## config.mk

```make
export PLATFORM = sky130hd
export DESIGN_NAME = sbs_bank_ctrl
export DESIGN_NICKNAME = d
export VERILOG_FILES = /design/src/rtl/sbs_pkg.sv /design/src/rtl/sbs_bank_ctrl.sv
export VERILOG_INCLUDE_DIRS = /design/src /design/src/rtl
export SDC_FILE = /design/constraint.sdc
export NUM_CORES = 1
export LEC_CHECK = 0
export ABC_AREA = 1
export BUFFER_PORTS_ARGS = -buffer_cell sky130_fd_sc_hd__buf_2
export CAP_MARGIN = 20
export CELL_PAD_IN_SITES_DETAIL_PLACEMENT = 2
export CELL_PAD_IN_SITES_GLOBAL_PLACEMENT = 2
export CORE_MARGIN = 1.5
export CORE_UTILIZATION = 33
export DETAILED_ROUTE_END_ITERATION = 10
export GPL_ROUTABILITY_DRIVEN = 0
export GPL_TIMING_DRIVEN = 1
export PLACE_DENSITY_LB_ADDON = 0.1
export SYNTH_ARGS = -nofsm -noshare
export SYNTH_HDL_FRONTEND = slang
export SYNTH_SLANG_ARGS = --single-unit
export TNS_END_PERCENT = 100
```

## constraint.sdc

```tcl
create_clock -name clk_sys -period 2.2 [get_ports clk_sys]
set_clock_uncertainty 0.1 [all_clocks]
set_input_delay 0.11 -clock clk_sys [delete_from_list [all_inputs] [get_ports clk_sys]]
set_output_delay 0.11 -clock clk_sys [all_outputs]
set_load 0.005 [all_outputs]
```

## src/rtl/sbs_consts.svh

```systemverilog
// Shared constants for the bank state and command legality block.
// Assumes inclusion by bare name from the package and the top module.
`ifndef SBS_CONSTS_SVH
`define SBS_CONSTS_SVH
`define SBS_NUM_BANKS 4
`define SBS_BA_W 2
`define SBS_CNT_W 8
`define SBS_AP_BIT 10
`define SBS_ADDR_W 13
`define SBS_T_RP_CLK 8'h03
`define SBS_T_RCD_CLK 8'h03
`define SBS_T_DPL_CLK 8'h02
`define SBS_T_RC_CLK 8'h09
`define SBS_MRS_CLK 8'h02
`define SBS_CNT_ZERO 8'h00
`define SBS_CNT_ONE 8'h01
`endif

```

## src/rtl/sbs_pkg.sv

```systemverilog
// Types for the bank state and command legality block.
// Assumes the constants header sits in the include path.
`include "sbs_consts.svh"
package sbs_pkg;
    typedef enum logic [3:0] {
        SBS_IDLE = 4'b0000,
        SBS_ACTIVE = 4'b0001,
        SBS_READ = 4'b0010,
        SBS_WRITE = 4'b0011,
        SBS_READ_AP = 4'b0100,
        SBS_WRITE_AP = 4'b0101,
        SBS_PRECHARGING = 4'b0110,
        SBS_ACTIVATING = 4'b0111,
        SBS_WRECOVER = 4'b1000,
        SBS_WRECOVER_AP = 4'b1001,
        SBS_REFRESH = 4'b1010,
        SBS_MODE_ACCESS = 4'b1011
    } sbs_bank_state_type;
    typedef enum logic [3:0] {
        SBS_CMD_DESELECT = 4'h0,
        SBS_CMD_NOP = 4'h1,
        SBS_CMD_BURST_STOP = 4'h2,
        SBS_CMD_READ = 4'h3,
        SBS_CMD_WRITE = 4'h4,
        SBS_CMD_ROW_OPEN = 4'h5,
        SBS_CMD_PRECHARGE = 4'h6,
        SBS_CMD_REFRESH = 4'h7,
        SBS_CMD_MODE_SET = 4'h8
    } sbs_cmd_type;
endpackage : sbs_pkg

```

## src/rtl/sbs_bank_ctrl.sv

```systemverilog
// Per-bank state tracking and command legality for a four-bank SDRAM core.
// Assumes commands are sampled on clk_sys rising edges, synchronous to it.
`timescale 1ns/100ps
`include "sbs_consts.svh"
module sbs_bank_ctrl
    import sbs_pkg::*;
#(
    parameter logic [`SBS_CNT_W-1:0] PRECHARGE_PERIOD = `SBS_T_RP_CLK,
    parameter logic [`SBS_CNT_W-1:0] ACTIVATE_TO_COLUMN_DELAY = `SBS_T_RCD_CLK,
    parameter logic [`SBS_CNT_W-1:0] WRITE_RECOVERY_PERIOD = `SBS_T_DPL_CLK,
    parameter logic [`SBS_CNT_W-1:0] ROW_CYCLE_TIME = `SBS_T_RC_CLK,
    parameter logic [`SBS_CNT_W-1:0] BURST_LENGTH = 8'h04
) (
    input wire logic clk_sys,
    input wire logic sys_rst,
    input wire logic cke,
    input wire logic cs_n,
    input wire logic ras_n,
    input wire logic cas_n,
    input wire logic we_n,
    input wire logic [`SBS_BA_W-1:0] bank_addr,
    input wire logic [`SBS_ADDR_W-1:0] addr,
    output logic [`SBS_NUM_BANKS*4-1:0] bank_state_q,
    output logic illegal_cmd_q,
    output logic power_down_q,
    output logic self_refresh_q,
    output logic input_buf_en_q
);

    // ------------------------------------------------------------
    // Command decode
    // ------------------------------------------------------------
    logic cke_prev_q;
    logic cmd_live;
    logic ap_bit;
    sbs_cmd_type cmd;
    logic [`SBS_NUM_BANKS-1:0] bank_idle;
    logic all_idle;
    logic [`SBS_NUM_BANKS-1:0] bank_illegal;
    logic low_power;

    assign ap_bit = addr[`SBS_AP_BIT];
    assign low_power = power_down_q | self_refresh_q;
    // Commands act only with clock enable high on both edges.
    assign cmd_live = cke_prev_q & cke & ~low_power;
    assign all_idle = &bank_idle;

    always_comb begin
        if (cs_n) begin
            cmd = SBS_CMD_DESELECT;
        end else begin
            case ({ras_n, cas_n, we_n})
                3'b111: cmd = SBS_CMD_NOP;
                3'b110: cmd = SBS_CMD_BURST_STOP;
                3'b101: cmd = SBS_CMD_READ;
                3'b100: cmd = SBS_CMD_WRITE;
                3'b011: cmd = SBS_CMD_ROW_OPEN;
                3'b010: cmd = SBS_CMD_PRECHARGE;
                3'b001: cmd = SBS_CMD_REFRESH;
                default: cmd = SBS_CMD_MODE_SET;
            endcase
        end
    end

    // Reset clears the history, so no command acts on the first edge after release.
    always_ff @(posedge clk_sys or posedge sys_rst) begin
        if (sys_rst) begin
            cke_prev_q <= 1'b0;
        end else begin
            cke_prev_q <= cke;
        end
    end

    // ------------------------------------------------------------
    // Per-bank state machines
    // ------------------------------------------------------------
    genvar gi;
    generate
        for (gi = 0; gi < `SBS_NUM_BANKS; gi++) begin : g_bank
            sbs_bank_state_type st_q;
            sbs_bank_state_type st_d;
            logic [`SBS_CNT_W-1:0] cnt_q;
            logic [`SBS_CNT_W-1:0] cnt_d;
            logic sel;
            logic quiet;
            logic done;
            logic ill;

            // Legality uses the addressed bank, but refresh and mode access refuse commands to any bank; all-bank commands hit every bank.
            assign sel = (int'(bank_addr) == gi) ||
                         (cmd == SBS_CMD_PRECHARGE && ap_bit) ||
                         cmd == SBS_CMD_REFRESH || cmd == SBS_CMD_MODE_SET;
            assign quiet = cmd == SBS_CMD_DESELECT || cmd == SBS_CMD_NOP;
            // A spent counter rests at zero, so done holds until the state moves.
            assign done = cnt_q <= `SBS_CNT_ONE;
            assign bank_idle[gi] = st_q == SBS_IDLE;
            assign bank_illegal[gi] = ill;

            always_comb begin
                st_d = st_q;
                cnt_d = (cnt_q == `SBS_CNT_ZERO) ? cnt_q : cnt_q - `SBS_CNT_ONE;
                ill = 1'b0;
                if (cmd_live) begin
                    case (st_q)
                        SBS_IDLE: begin
                            if (sel && cmd == SBS_CMD_ROW_OPEN) begin
                                st_d = SBS_ACTIVATING;
                                cnt_d = ACTIVATE_TO_COLUMN_DELAY;
                            end else if (cmd == SBS_CMD_REFRESH) begin
                                st_d = SBS_REFRESH;
                                cnt_d = ROW_CYCLE_TIME;
                            end else if (cmd == SBS_CMD_MODE_SET) begin
                                st_d = SBS_MODE_ACCESS;
                                cnt_d = `SBS_MRS_CLK;
                            end else if (sel && (cmd == SBS_CMD_READ ||
                                                 cmd == SBS_CMD_WRITE)) begin
                                ill = 1'b1;
                            end
                        end
                        SBS_ACTIVE, SBS_READ, SBS_WRITE, SBS_WRECOVER: begin
                            if (sel && cmd == SBS_CMD_READ) begin
                                // Read after recovery relies on controller turnaround.
                                st_d = ap_bit ? SBS_READ_AP : SBS_READ;
                                cnt_d = BURST_LENGTH;
                            end else if (sel && cmd == SBS_CMD_WRITE) begin
                                st_d = ap_bit ? SBS_WRITE_AP : SBS_WRITE;
                                cnt_d = BURST_LENGTH;
                            end else if (sel && cmd == SBS_CMD_PRECHARGE &&
                                         st_q != SBS_WRECOVER) begin
                                st_d = SBS_PRECHARGING;
                                cnt_d = PRECHARGE_PERIOD;
                            end else if (st_q == SBS_WRECOVER && sel &&
                                         (cmd == SBS_CMD_PRECHARGE ||
                                          cmd == SBS_CMD_ROW_OPEN)) begin
                                ill = 1'b1;
                            end else if (sel && (cmd == SBS_CMD_ROW_OPEN ||
                                                 cmd == SBS_CMD_REFRESH ||
                                                 cmd == SBS_CMD_MODE_SET)) begin
                                ill = 1'b1;
                            end else if (sel && cmd == SBS_CMD_BURST_STOP &&
                                         st_q != SBS_WRECOVER) begin
                                st_d = SBS_ACTIVE;
                                cnt_d = `SBS_CNT_ZERO;
                            end else if (st_q == SBS_WRECOVER && done) begin
                                st_d = SBS_ACTIVE;
                            end else if (st_q == SBS_READ && done) begin
                                st_d = SBS_ACTIVE;
                            end else if (st_q == SBS_WRITE && done) begin
                                st_d = SBS_WRECOVER;
                                cnt_d = WRITE_RECOVERY_PERIOD;
                            end
                        end
                        SBS_READ_AP, SBS_WRITE_AP: begin
                            if (!quiet && sel) begin
                                ill = 1'b1;
                            end
                            // A refused command must not stretch the burst.
                            if (done && st_q == SBS_READ_AP) begin
                                st_d = SBS_PRECHARGING;
                                cnt_d = PRECHARGE_PERIOD;
                            end else if (done) begin
                                st_d = SBS_WRECOVER_AP;
                                cnt_d = WRITE_RECOVERY_PERIOD;
                            end
                        end
                        SBS_PRECHARGING: begin
                            if (sel && (cmd == SBS_CMD_READ || cmd == SBS_CMD_WRITE ||
                                        cmd == SBS_CMD_ROW_OPEN ||
                                        cmd == SBS_CMD_REFRESH ||
                                        cmd == SBS_CMD_MODE_SET)) begin
                                ill = 1'b1;
                            end
                            if (done) begin
                                st_d = SBS_IDLE;
                            end
                        end
                        SBS_ACTIVATING: begin
                            if (sel && !quiet && cmd != SBS_CMD_BURST_STOP) begin
                                ill = 1'b1;
                            end
                            if (done) begin
                                st_d = SBS_ACTIVE;
                            end
                        end
                        SBS_WRECOVER_AP: begin
                            if (sel && !quiet && cmd != SBS_CMD_BURST_STOP) begin
                                ill = 1'b1;
                            end
                            if (done) begin
                                // Burst stop here abandons the precharge.
                                st_d = (cmd == SBS_CMD_BURST_STOP && sel) ?
                                       SBS_ACTIVE : SBS_PRECHARGING;
                                cnt_d = PRECHARGE_PERIOD;
                            end
                        end
                        SBS_REFRESH: begin
                            if (!quiet && cmd != SBS_CMD_BURST_STOP) begin
                                ill = 1'b1;
                            end
                            if (done) begin
                                st_d = SBS_IDLE;
                            end
                        end
                        default: begin
                            if (!quiet) begin
                                ill = 1'b1;
                            end
                            if (done) begin
                                st_d = SBS_IDLE;
                            end
                        end
                    endcase
                end
            end

            always_ff @(posedge clk_sys or posedge sys_rst) begin
                if (sys_rst) begin
                    st_q <= SBS_IDLE;
                    cnt_q <= `SBS_CNT_ZERO;
                end else begin
                    st_q <= st_d;
                    cnt_q <= cnt_d;
                end
            end

            always_ff @(posedge clk_sys or posedge sys_rst) begin
                if (sys_rst) begin
                    // Same reset and next value as st_q, so the port is a flop of its own.
                    bank_state_q[gi*4 +: 4] <= SBS_IDLE;
                end else begin
                    bank_state_q[gi*4 +: 4] <= st_d;
                end
            end
        end
    endgenerate

    // ------------------------------------------------------------
    // Illegal flag and low-power modes
    // ------------------------------------------------------------
    // The flag pulses one cycle per refused command; ignored ones leave it low.
    always_ff @(posedge clk_sys or posedge sys_rst) begin
        if (sys_rst) begin
            illegal_cmd_q <= 1'b0;
        end else begin
            illegal_cmd_q <= |bank_illegal;
        end
    end

    // Entry needs enable high then low; any rise of enable exits.
    always_ff @(posedge clk_sys or posedge sys_rst) begin
        if (sys_rst) begin
            power_down_q <= 1'b0;
            self_refresh_q <= 1'b0;
        end else if (low_power) begin
            if (cke) begin
                power_down_q <= 1'b0;
                self_refresh_q <= 1'b0;
            end
        end else if (cke_prev_q && !cke && all_idle) begin
            if (cmd == SBS_CMD_REFRESH) begin
                self_refresh_q <= 1'b1;
            end else if (cmd == SBS_CMD_DESELECT || cmd == SBS_CMD_NOP) begin
                power_down_q <= 1'b1;
            end
        end
    end

    // Buffers other than clock enable are off in either low-power mode.
    always_ff @(posedge clk_sys or posedge sys_rst) begin
        if (sys_rst) begin
            input_buf_en_q <= 1'b1;
        end else if (low_power) begin
            input_buf_en_q <= cke;
        end else begin
            input_buf_en_q <= !(cke_prev_q && !cke && all_idle &&
                                (cmd == SBS_CMD_REFRESH || cmd == SBS_CMD_DESELECT ||
                                 cmd == SBS_CMD_NOP));
        end
    end

endmodule : sbs_bank_ctrl

```

# Word-level counts from Yosys, hierarchy flattened
# Index checks and enable logic that the tools add are counted.
[op_classes]
div = 0
mux = 213
eq_ne = 93
bitwise = 4
shifts = 0
n_addsub = 4
multipliers = 0
order_cmp = 4
n_reduce_logical = 139
[ops]
columns = ["cell", "count"]
rows = [
  ["$mux W8", 68],
  ["$mux W4", 63],
  ["$pmux W8 S4", 4],
  ["$eq A4 B3 Y1 const B", 20],
  ["$pmux W4 S5", 4],
  ["$logic_and A1 B1 Y1", 77],
  ["$mux W1", 63],
  ["$eq A4 B4 Y1 const B", 13],
  ["$eq A4 B2 Y1 const B", 10],
  ["$ne A5 B5 Y1 const B", 8],
  ["$reduce_and A9 Y1", 4],
  ["$le A8 B1 Y1 const B", 4],
  ["$logic_not A8 Y1", 4],
  ["$ne A8 B8 Y1 const B", 4],
  ["$sub A8 B1 Y8 const B", 4],
  ["$pmux W4 S7", 1],
  ["$pmux W1 S6", 4],
  ["$logic_or A1 B1 Y1", 22],
  ["$eq A4 B1 Y1 const B", 5],
  ["$logic_not A4 Y1", 5],
  ["$ne A2 B2 Y1 const B", 10],
  ["$reduce_or A4 Y1", 5],
  ["$mux W3", 6],
  ["$ne A4 B1 Y1 const B", 4],
  ["other kinds (18)", 45],
]
[word_totals]
ram_bits = 0
input_bits = 22
word_cells = 470
mem_count = 0
ff_bits = 53
latchBits = 0
output_inout_bits = 20
mem_bits_ro = 0

# Depth between registers and ports, before layout
# Gate-level depths: netlist (run 1).
[depth]
word_depth = 18
depth_mapped = 15
depth_no_buf = 15

# Worst setup path before layout (run 1)
# OpenSTA, ideal clock, no wires.
[synth_timing]
kind = "flip-flop to flip-flop"
start = "reg g_bank[3].cnt_q[0]"
end = "reg g_bank[3].cnt_q[1]"
path_buffers = 0
setup_slack_ns = 0.212
t_arrival_ns = 1.766
path_stages_with_launch = 14
path_cell_list = "dfrtp_1 -> inv_1 -> ha_1 -> inv_1 -> nor2_1 -> nand2_1 -> nor2_1 -> inv_1 -> o21ai_0 -> inv_1 -> nand2_1 -> nand3_1 -> nand2_1 -> a21oi_1"
[synth_via]
elab_chain_len = 13
[synth_rtl]
columns = ["element", "line", "source"]
rows = [
  ["start: declaration", "sbs_bank_ctrl.sv:82", "logic [`SBS_CNT_W-1:0] cnt_q;"],
  ["start signal: assignment", "sbs_bank_ctrl.sv:219", "cnt_q <= `SBS_CNT_ZERO;"],
  ["start signal: assignment", "sbs_bank_ctrl.sv:222", "cnt_q <= cnt_d;"],
  ["$sub A8 B1 Y8 (no source line) (tied with other cells)", "--", ""],
  ["$mux W8 (no source line) / $logic_and A1 B1 Y1 (equally long branches)", "--", ""],
  ["$mux W8", "sbs_bank_ctrl.sv:148", "end else if (st_q == SBS_WRITE && done) begin"],
  ["$mux W8", "sbs_bank_ctrl.sv:146", "end else if (st_q == SBS_READ && done) begin"],
  ["$mux W8", "sbs_bank_ctrl.sv:144", "end else if (st_q == SBS_WRECOVER && done) begin"],
  ["$mux W8", "sbs_bank_ctrl.sv:140", "end else if (sel && cmd == SBS_CMD_BURST_STOP &&"],
  ["$mux W8", "sbs_bank_ctrl.sv:136", "end else if (sel && (cmd == SBS_CMD_ROW_OPEN ||"],
  ["$mux W8", "sbs_bank_ctrl.sv:132", "end else if (st_q == SBS_WRECOVER && sel &&"],
  ["$mux W8", "sbs_bank_ctrl.sv:128", "end else if (sel && cmd == SBS_CMD_PRECHARGE &&"],
  ["$mux W8", "sbs_bank_ctrl.sv:125", "end else if (sel && cmd == SBS_CMD_WRITE) begin"],
  ["$mux W8", "sbs_bank_ctrl.sv:121", "if (sel && cmd == SBS_CMD_READ) begin"],
  ["$pmux W8 S4", "sbs_bank_ctrl.sv:104", "case (st_q)"],
  ["$mux W8 *", "sbs_bank_ctrl.sv:103", "if (cmd_live) begin"],
  ["net g_bank[3].cnt_d[1]", "sbs_bank_ctrl.sv:83", "logic [`SBS_CNT_W-1:0] cnt_d;"],
]
# The timed path passes the listed nets; every way through them passes the cells marked *.
# A chain may end at the register's enable or synchronous reset.

# Final worst setup path (run 1)
[layout_timing]
start = "reg g_bank[3].cnt_q[1]"
end = "reg g_bank[3].cnt_q[1]"
# Same word-level chain as after synthesis.

==> flow_results.org, run 1 <==
** Run status
- The flow ran to the end, and the final reports show no timing, DRC or antenna violations.

** Timing
- Summed over all failing endpoints, the final setup total negative slack is 0 ps.
- The worst path needs approximately 2100 ps of the cycle, external delays included.
- Final Hold Viols :: 0
- The worst path uses a little over nine tenths of the clock period.
- Derived from the worst setup path, the maximum achievable clock frequency is around 480 MHz.
- For the pin with the worst max-slew slack, the measured transition is about 660 ps.
- Number of pins exceeding their max-slew limit in the final report :: 0
- The worst pin sits at a relative slew slack of 56.2%.
- Count of endpoints failing setup in the final report :: 0
- Worst slack on hold paths :: just over 300 ps

** Synthesis
- Arithmetic-cell share of the synthesized area counting full adders, half adders and majority gates :: about 2.3%
- Counting flops with a built-in enable in the synthesized netlist gives 0.
- Leading area contributor after synthesis :: dfrtp_1
- By area, the combinational part of the netlist is dominated by simple AND/OR/NAND/NOR gates.
- Synthesized Nets :: approximately 930
- In the synthesized netlist, mux cells make up 0% of the area.
- Yosys mapped the design onto 48 distinct sky130hd cell types.
- After synthesis the cells add up to roughly 5400 um^2.
- Synthesized flop and latch total :: 53
- Synthesized-area fraction occupied by xor and xnor cells :: just over 3%
- The synthesized design devotes to its leading area cell type 24.0% of total area.
- Post-synthesis simple-gate area fraction :: 48.0%
- Ranked by total cell area, the synthesized netlist is headed by dfrtp_1, nand2_1, nor2_1.
- Dividing the synthesized area by the synthesized cell count gives a little over 6 um^2.
- Async SR Flop Fraction :: between 90% and 100%
- The cell count after synthesis came out at 897.
- Among all flip-flop cells after synthesis, the most frequent one is dfrtp_1.
- Fraction of the mapped netlist area in compound gates :: between 10% and 20%
- Synthesis warning total :: 0
- Sequential area share after synthesis :: about a quarter

** Detailed routing
- In the routed design, unresolved DRC markers number 0.
- Wires add up to about 22000 um.
- The detail route stage leaves a number of antenna-violating nets equal to 0.
- After the first detailed-routing iteration, the DRC count stood at 212.
- Average wire length per cell after detail routing :: roughly 18 um
- The pre-antenna-repair detailed-routing pass consisted of 4 iterations.
- The routed layout has about 6200 vias.
- Vias per Instance :: 5.16

** Final layout
- Count of filler cells inserted in the layout :: approximately 2000
- The post-route netlist has a little under a quarter of its cells at a drive strength greater than 1.
- At the end of the flow, the number of nets in the layout was between 1000 and 1500.
- Leading cell type in the layout, fill and taps excluded :: nand2_1
- The finished layout holds between 1000 and 1500 standard cells, fillers aside.
- Util after Layout :: between 40 and 50%
- Layout Area Growth over Synthesis :: 21.7%
- In the layout the commonest cells are nand2_1, nor2_1, inv_1.
- Multi-input combinational cell area :: 3740 um^2
- Area taken by flip-flops and latches :: approximately 1300 um^2
- ANT cells :: 0

** Pwr
- Peak supply drop :: between 500 and 600 uV
- In this run the power density over the cells is 1410 nW/um^2.
- Lkg Pwr :: around 3.5 nW
- After layout, the design draws a total of 9.29 mW.

** Floorplanning
- Core Area :: around 16000 um^2
- Die Area :: 17200 um^2
- Initial cell density of the core :: 34.0%
- Measured along the y axis, the die boundary spans 131 um.
- The die is roughly 130 um wide.
- Number of cell rows :: 46
- Number of ports placed on the die boundary :: 42

** Place
- Detailed placement ended at an HPWL of between 15000 and 20000 um.
- Count of input and output buffers :: 29
- Placed cell count :: approximately 1200

** Worst setup path
- The critical path in this run is classified as reg -> reg.
- Critical path required time :: 2300 ps
- The critical path starts at g_bank[3].cnt_q[1].
- In this run the critical register-to-register path is launched from g_bank[3].cnt_q[1].
- The setup check on the worst reg-to-reg path leaves a slack of between 100 and 150 ps.
- The worst setup path is launched from a register.
- Maximum fanout along the worst path :: 5
- R2R depth :: 11
- Worst reg2reg endpoint :: g_bank[3].cnt_q[1]
- Element type at the critical path end :: register
- CP Capture Point :: g_bank[3].cnt_q[1]
- Worst EP arrival :: between 2000 and 2500 ps

** Flow run
- Max-cap violations in this run came to 0.

** Clock tree
- Buffers inserted during clock tree synthesis total 5.
- In this run the clock root is driven by a clkbuf_16.
- Number of clock sinks seen by CTS :: 53
- Clock tree from TritonCTS :: done
- CTS max path bufs :: 2
- Clk_lat worst skew :: between 300 and 400 ps
- Clk pin slew, worst setup/hold paths :: 80 ps
- Total number of H-tree levels :: 2

** Global route
- Largest net degree at the start of global routing :: 29
- Summed over all layers, the global routing overflow is 0.
- The first global-routing pass estimated between 30000 and 40000 um of wire.
- The via count of the first global-routing pass was just under 7000.
- Across every metal layer, demand over resource in global routing totals between 20% and 30%.
- Number of antenna violations at the first check in global routing :: 0

** Hold path
- Class of the tightest hold or removal check :: in -> reg
==> worst max-delay path, cell delays in order, from the launching register on <==
cell and delay [ps]:
dfrtp_1 420, inv_2 80, ha_2 180, inv_1 70, nor2_2 120, nand2_2 90
nor2_4 180, inv_1 130, o21ai_2 180, nand3_1 110, a21oi_1 190, a21oi_1 100
==> synthesized netlist by cell type (all sizes together), types with 8 or more instances <==
| cell type | n |
|---|---|
| buf | 8 |
| nor2 | 139 |
| dfrtp | 52 |
| ha | 10 |
| xor2 | 13 |
| a21oi | 30 |
| nand2 | 291 |
| o21ai | 61 |
| nand4 | 15 |
| nand3 | 83 |
| inv | 129 |
| nor3 | 21 |
==> worst min path at each step <==
stage               slack, ps  depth (start not counted)         endpoint  startpoint
global placement          130                          2  bank_state_q[3]     sys_rst
global route              370                          4   self_refresh_q        we_n
CTS                       300                          4   self_refresh_q        we_n
floorplan                  40                          0       cke_prev_q         cke
detailed placement        160                          2  bank_state_q[1]     sys_rst
finish                    310                          4   self_refresh_q        we_n
==> final cells by class <==
cell class / instances / area share, %
multi-input combinational: 707 / 56.8
sequential: 53 / 20.2
timing repair buffer: 89 / 9.36
inverter: 129 / 7.39
tap: 216 / 4.10
clock buffer: 6 / 1.96
clock inverter: 2 / 0.152
==> layer usage <==
| metal | share of wire, % | global-route usage (%) |
|---|---|---|
| met5 | 0 | 0 |
| met1 | 44 | 31.1 |
| met2 | 53 | 49.1 |
| met4 | 1.6 | 6.01 |
| met3 | 1.6 | 2.84 |
==> timing repair <==
| action | CTS | global route |
|---|---|---|
| gates cloned | 0 | 0 |
| gates resized for setup | 7 | 57 |
| endpoints found under the setup margin | 12 | 46 |
| pin swaps | 0 | 9 |
| endpoints found under the hold margin | 28 | 0 |
| hold buffers | 2 | 0 |
| setup buffers | 0 | 7 |
==> state kept, by name, indices dropped and copies added (netlist names) <==
| name | flops |
|---|---|
| self_refresh_q | 1 |
| g_bank.cnt_q | 32 |
| cke_prev_q | 1 |
| input_buf_en_q | 1 |
| illegal_cmd_q | 1 |
| bank_state_q | 16 |
| power_down_q | 1 |
==> where the power goes <==
group	switching, mW	total, mW	internal (mW)
Sequential	0.506	1.93	1.42
Combinational	4.19	6.55	2.36
Clock	0.391	0.812	0.420
Total	5.09	9.29	4.21
==> cells by family after synthesis <==
family / count (synthesis)
adders and majority gates: 10
DFF: 53
and+or+nand+nor: 565
xor gates and xnor gates: 19
AOI/OAI and AO/OA: 113
buffers and inverters: 137
==> metrics by stage <==
stage / cell area, um^2 / worst slack [ps]
6_report: 6590 / 128
3_3_place_gp: 6170 / 101
5_1_grt: 6590 / -29.7
2_1_floorplan: 5410 / 212
3_5_place_dp: 6170 / -172
4_1_cts: 6360 / 1.73
Power figures use the tool's default switching activity.
==> run 2, diff against run 1 <==
- REMOVE_ABC_BUFFERS: not set -> 1
==> run 2 against run 1 <==
Combinational power increased by 3.2%; critical path depth increased by 1; final area increased by 0.93%; die area unchanged; sequential power about the same; count of clock-buffer cells in the layout increased by 1; critical path type unchanged.
==> flow_results.org, run 2 (synthesis gave the netlist of run 1 again) <==
** Worst setup path
- For the worst flop-to-flop path, the logic depth is 12.
- For the worst setup path, the data required time is between 2000 and 2500 ps.
- For this run, the slowest stage of the critical path takes around 450 ps.
- Maximum fanout along the worst path :: 5
- Worst reg2reg endpoint :: g_bank[3].cnt_q[7]
- The worst setup path is captured at a register.
- Worst EP arrival :: around 2300 ps
- Crit path max-delay cell type :: dfrtp_2
- By instance count, the cell type seen most on the critical path is inv_1.
- The worst setup path is of the reg -> reg kind.
- The worst setup path is launched from a register.
- Ordered list of cells on the worst path :: inv_1, nand2_1, nor2_1, inv_1, nand2_2, nor3_2, nor2_2, o21ai_0, inv_1, nand3_1, nand2_1, nor2_1
- The worst register-to-register path begins at bank_state_q[15].
- Across all register-to-register paths, the minimum setup slack is approximately 63 ps.

** Timing
- Setup TNS :: 0 ps
- Number of pins exceeding their max-slew limit in the final report :: 0
- Measured slew at the worst slew-check pin :: ~590 ps
- Final Hold Viols :: 0
- Worst slew margin relative to its limit :: 60.9%
- For this run, the top clock speed supported by timing is around 470 MHz.
- Final worst-path cycle share :: between 90% and 100%
- Unrepaired setup endpoints after global routing :: true
- Shortest clock period the worst path allows after layout :: 2140 ps
- Count of endpoints failing setup in the final report :: 0
- Worst slack on hold paths :: just over 300 ps
- Setup slack on the critical path of the routed design comes to 63.4 ps.

** Clock tree
- The clock drives between 50 and 60 sinks.
- The clock passes through at most 2 buffers.
- Clk_lat worst skew :: 330 ps
- Total number of H-tree levels :: 2
- Buffers inserted during clock tree synthesis total 5.
- The tree is rooted in a clkbuf_16.
- TritonCTS built the clock tree.
- Clk pin slew, worst setup/hold paths :: about 80 ps

** Place
- Timing analysis after detailed placement gives a worst setup slack of -77.2 ps.
- Detailed placer's ending HPWL :: about 17000 um
- Count of input and output buffers :: 29
- Placed cell count :: between 1000 and 1500

** Run status
- The run finished with clean final reports.

** Hold path
- Beginning of the worst hold path :: we_n
- Endpoint with the worst hold slack :: input_buf_en_q
- Count of cells along the worst hold path :: 5
- Class of the tightest hold or removal check :: in -> reg

** Pwr
- Peak supply drop :: roughly 520 uV
- The internal portion of the total power is 4.43 mW.
- In this run the static leakage power is about 3.5 nW.
- Per report_power, the combinational group accounts for a little over two thirds of the total.
- Of the total power, registers draw between 10% and 20%.
- In this run switching power makes up 54.3% of total power.
- Summed over all nets, the switching power comes to 5.26 mW.
- Total power per unit cell area :: 1460 nW/um^2
- The clock network accounts for about a tenth of the total power.

** Detailed routing
- In the final routed layout, each cell accounts on average for approximately 19 um.
- 1st-iter DRT viols :: between 200 and 250
- Detailed-router iteration count before antenna repair :: 4
- Number of routed nets with antenna violations :: 0
- Dividing the detail-routed via count by the number of cells gives about 5.2.
- DR vias :: 6318
- Total Wirelength :: between 20000 and 25000 um
- Post-detailed-route DRC marker count :: 0

** Floorplanning
- The die covers about 17000 um^2.
- Die Height :: ~130 um
- The floorplan step defined a core boundary enclosing between 15000 and 20000 um^2.
- Number of ports placed on the die boundary :: 42
- In this run the horizontal extent of the chip is 131 um.
- Number of cell rows :: 46
- Initial cell density of the core :: 34.0%

** Final layout
- In the final layout, the registers with the most flip-flops are g_bank.cnt_q: 32 flops, bank_state_q: 16 flops.
- Leaving out fill and tap cells, the most frequent cells in the layout are nand2_1, nor2_1, inv_1.
- Final net count :: around 1000
- Flip-flop count of the largest register after layout :: 32
- Layout Area Growth over Synthesis :: 22.8%
- ANT cells :: 0
- g_bank.cnt_q holds more flip-flops than any other register.
- Fraction of final layout cells with drive strength greater than 1 :: 23.6%
- Finished Layout Cells :: 1209
- The library cell used most frequently in the layout, excluding fill and tap cells, is nand2_1.

** Global route
- Vias in the first global route :: 6845
- The first global-routing pass estimated between 30000 and 40000 um of wire.
- Number of antenna violations at the first check in global routing :: 0
- The total overflow left after global routing is 0.
- Overall routing resource usage :: 27.0%
- Entering global routing, the biggest net connects 30 pins.

** Flow run
- Number of max-cap violations :: 0
==> run 2: cell types whose count changed in the layout (fill, tap and decap cells not counted), moves of 3 or more <==
cell	change
buf_4	+7
dfrtp_1	-3
dfrtp_2	+3
inv_1	-3
nand2_2	-5
nand2_4	+3
==> run 2: worst max-delay path: cells and delay by family (launching register included) <==
kind	cells	cell delay (ps)
AOI/OAI and AO/OA	1	180
DFF	1	450
and+or+nand+nor	8	930
buffers and inverters	3	360
==> run 2: final cells by class <==
| cell class | count | area [um^2] |
|---|---|---|
| clock inverter | 1 | 30.0 |
| inverter | 129 | 489 |
| sequential | 53 | 1340 |
| timing repair buffer | 96 | 678 |
| fill | 2021 | 9290 |
| tap | 216 | 270 |
| clock buffer | 7 | 143 |
| multi-input combinational | 707 | 3700 |
==> run 2: metrics by stage <==
step / cell area (um^2) / utilization (%) / power, mW
final: 6650 / 41.7 / 9.69
after global routing: 6650 / 41.7 / 10.6
after CTS: 6400 / 40.1 / 9.21
after detailed placement: 6180 / 38.8 / 8.04
after global placement: 6180 / 38.8 / 7.63
after floorplan: 5360 / - / 5.82
==> run 2: power by group through the flow <==
| stage | Combinational, mW | Sequential (mW) | Clock, mW |
|---|---|---|---|
| floorplan | 4.00 | 1.83 | 0 |
| global placement | 5.77 | 1.87 | 0 |
| detailed placement | 6.13 | 1.91 | 0 |
| CTS | 6.29 | 1.90 | 1.03 |
| global route | 7.57 | 2.01 | 1.04 |
| finish | 6.76 | 1.93 | 0.997 |
==> run 2: repair_timing <==
action                                  4_1_cts  5_1_grt
hold endpoints to repair                     26        0
setup buffers                                 1       13
endpoints found under the setup margin        8       46
hold buffers                                  2        0
resized for setup                             6       55
pin swaps                                     1        8
==> run 2: layer usage <==
layer  track usage (%)  wire, um
met5                 0         0
met4              9.11       626
met3              2.60       411
met2              50.2     12000
met1              32.5      9880
==> run 2: worst max-delay path by stage <==
stage	startpoint	endpoint	slack [ps]
after floorplan	g_bank[3].cnt_q[0]	g_bank[3].cnt_q[1]	210
after global placement	g_bank[0].cnt_q[0]	g_bank[0].cnt_q[6]	60
after detailed placement	g_bank[0].cnt_q[0]	g_bank[0].cnt_q[7]	-80
after CTS	g_bank[3].cnt_q[0]	g_bank[3].cnt_q[1]	-5
after global routing	bank_state_q[15]	g_bank[3].cnt_q[7]	-120
final	bank_state_q[15]	g_bank[3].cnt_q[7]	60
==> run 3, diff against run 2 <==
- CORE_MARGIN: 1.5 -> 1
- CORE_UTILIZATION: 33 -> 36
- clock period: 2.2 -> 2.7 ns (I/O delays scaled with it)
==> run 3 against run 2 <==
Maximum frequency decreased by 11%; non-clock buffer count fell by 49; final cell count down 6.7%; flip-flop and latch count is the same; combinational power fell by 31%; critical path depth shrank 1; largest power group unchanged.
==> flow_results.org, run 3 (synthesis gave the netlist of run 1 again) <==
** Run status
- The run finished with clean final reports.

** Timing
- Shortest clock period the worst path allows after layout :: roughly 2400 ps
- Setup TNS :: 0 ps
- Number of pins exceeding their max-slew limit in the final report :: 0
- Setup violations remaining at the end of the flow were counted as 0.
- Setup repair after global routing left no endpoint under its margin.
- Achievable frequency :: ~420 MHz
- Final hold analysis gives a worst-case slack of between 300 and 400 ps.
- The number of failing hold endpoints at the final stage came to 0.
- Crit path setup slack, layout :: between 200 and 300 ps
- In this run the tightest slew margin relative to its limit is 60.2%.
- Measured slew at the worst slew-check pin :: a little under 600 ps
- The final critical path takes up 89.1% of the cycle.

** Detailed routing
- After detailed routing, the total wire length is about 20000 um.
- Post-detailed-route DRC marker count :: 0
- In the final routed layout, each cell accounts on average for roughly 18 um.
- The first TritonRoute pass finished after 4 iterations.
- After detailed routing, the number of vias per cell comes to between 5 and 6.
- Number of routed nets with antenna violations :: 0
- DR vias :: 6070
- For this block, the initial DRC count from the detailed router was 264.

** Place
- Detailed placement finished with a half-perimeter wire length of 16800 um.
- Prior to clock tree synthesis, the placed netlist has a worst setup slack of 214 ps.
- Port buffering added 29 buffers.
- Post-DP Area :: 5870 um^2

** Floorplanning
- Number of ports placed on the die boundary :: 42
- The floorplan step set the die width to around 120 um.
- Number of cell rows :: 44
- Core Area :: between 10000 and 15000 um^2
- Die Area :: approximately 16000 um^2
- The initial utilization of the core area, before any placement, comes to a little under two fifths.
- Die Height :: approximately 120 um

** Worst setup path
- Worst Path Buf+Inv :: 3
- In this design, the largest share of critical-path delay is due to simple AND/OR/NAND/NOR gates.
- Critical path required time :: 2790 ps
- Along the worst path, the maximum fanout reaches 8.
- STA classifies the critical path startpoint as a register.
- Element type at the critical path end :: register
- Setup CP Type :: reg -> reg
- The number of cells on the worst reg-to-reg path is 11.
- Ordered list of cells on the worst path :: inv_1, ha_1, o21ai_0, nor2_2, inv_1, nor2_1, nand2_1, nand2_1, inv_2, a21oi_2, nor2_1
- In this design, the stage delay of the slowest critical-path cell is ~420 ps.
- For the worst setup path, the data arrival time is 2500 ps.
- The largest individual stage delay along the critical path comes from the cell dfrtp_1.
- Minimum setup slack among reg-to-reg paths :: between 200 and 300 ps
- The critical path runs through a total of 11 cells.

** Clock tree
- The clock passes through at most 2 buffers.
- TritonCTS built the clock tree.
- Total number of H-tree levels :: 2
- Number of clock sinks seen by CTS :: 53
- Clock Tree Root :: clkbuf_16
- Num CTS Buffers :: 5
- Clk pin slew, worst setup/hold paths :: about 70 ps
- The clock reaches the later pin of the worst-skew pair after around 310 ps.

** Pwr
- For this design the ratio of total power to cell area is roughly 1100 nW/um^2.
- Lkg Pwr :: about 3.3 nW
- Peak supply drop :: between 400 and 500 uV
- Overall power after layout :: 6.94 mW

** Final layout
- After routing the design area is around 6000 um^2.
- The library cells used most frequently in the layout, excluding fill and tap cells, are nand2_1, nor2_1, inv_1.
- Across the whole layout, storage elements account for 1330 um^2.
- Fraction of final layout cells with drive strength greater than 1 :: about 15%
- Layout Area Growth over Synthesis :: 11.7%
- 0 antenna diodes ended up in the layout.
- In the final design database the tool counted a little under 1000 nets.
- Ranked by flip-flop count, first place goes to g_bank.cnt_q.
- Fill cells in the final layout number approximately 1800.
- The library cell used most frequently in the layout, excluding fill and tap cells, is nand2_1.
- Top flop regs :: g_bank.cnt_q: 32 flops, bank_state_q: 16 flops
- Multi-input combinational cell area :: between 3000 and 4000 um^2
- The register with the most flip-flops in the layout has 32 of them.

** Global route
- Largest net degree at the start of global routing :: 30
- Overall routing resource usage :: around 28%
- Global-route wire length before repair :: roughly 35000 um
- Vias in the first global route :: between 6000 and 7000
- Number of antenna violations at the first check in global routing :: 0
- Overall overflow remaining after global route :: 0

** Hold path
- Class of the tightest hold or removal check :: in -> async

** Flow run
- Max-cap violations in this run came to 0.
run 3: worst register-to-register path, delay by kind of cell (launching register included):
kind / cells / cell delay, ps
simple gates: 5 / 830
flops: 1 / 420
compound gates: 2 / 390
buf+inv: 3 / 300
fa+ha+maj: 1 / 260
run 3: layer usage:
layer / GRT usage, % / vias to the layer above / routed length [um]
li1: - / 2955 / -
met1: 34.5 / 3017 / 9130
met2: 50.1 / 78 / 10600
met3: 3.26 / 20 / 545
met4: 6.24 / 0 / 288
met5: 0 / - / 0
run 3: path summary, 6_finish.rpt:
kind / startpoint / to
setup reg to reg: g_bank[0].cnt_q[0] / g_bank[0].cnt_q[5]
setup / recovery: g_bank[0].cnt_q[0] / g_bank[0].cnt_q[5]
hold / removal: sys_rst / bank_state_q[2]
hold reg to reg: bank_state_q[6] / bank_state_q[6]
min in group clk_sys: addr[10] / bank_state_q[13]
max in group asynchronous: sys_rst / input_buf_en_q
run 3: power by group:
group / switching, mW / internal, mW / total (mW)
sequential: 0.425 / 1.15 / 1.58
combinational: 3.11 / 1.54 / 4.65
clock: 0.319 / 0.394 / 0.714
run 3: metrics by stage:
| step | utilization (%) | cells |
|---|---|---|
| 2_1_floorplan | - | 889 |
| 3_3_place_gp | 40.2 | 1118 |
| 3_5_place_dp | 40.2 | 1118 |
| 4_1_cts | 41.4 | 1128 |
| 5_1_grt | 41.4 | 1128 |
| 6_report | 41.4 | 1128 |
run 3: layout make-up:
class                   instances  area share [%]
clock buffers                   7            2.52
well taps                     184            3.81
flip-flops and latches         53            22.0
multi-input cells             707            58.7
inverters                     129            8.05
repair buffers                 47            4.93
clock inverters                 1          0.0828
run 3: timing repair:
action | 4_1_cts | 5_1_grt
setup endpoints to repair | 0 | 2
hold endpoints to repair | 26 | 0
hold buffers | 2 | 0
buffers inserted | 0 | 0
gates resized for setup | 0 | 2
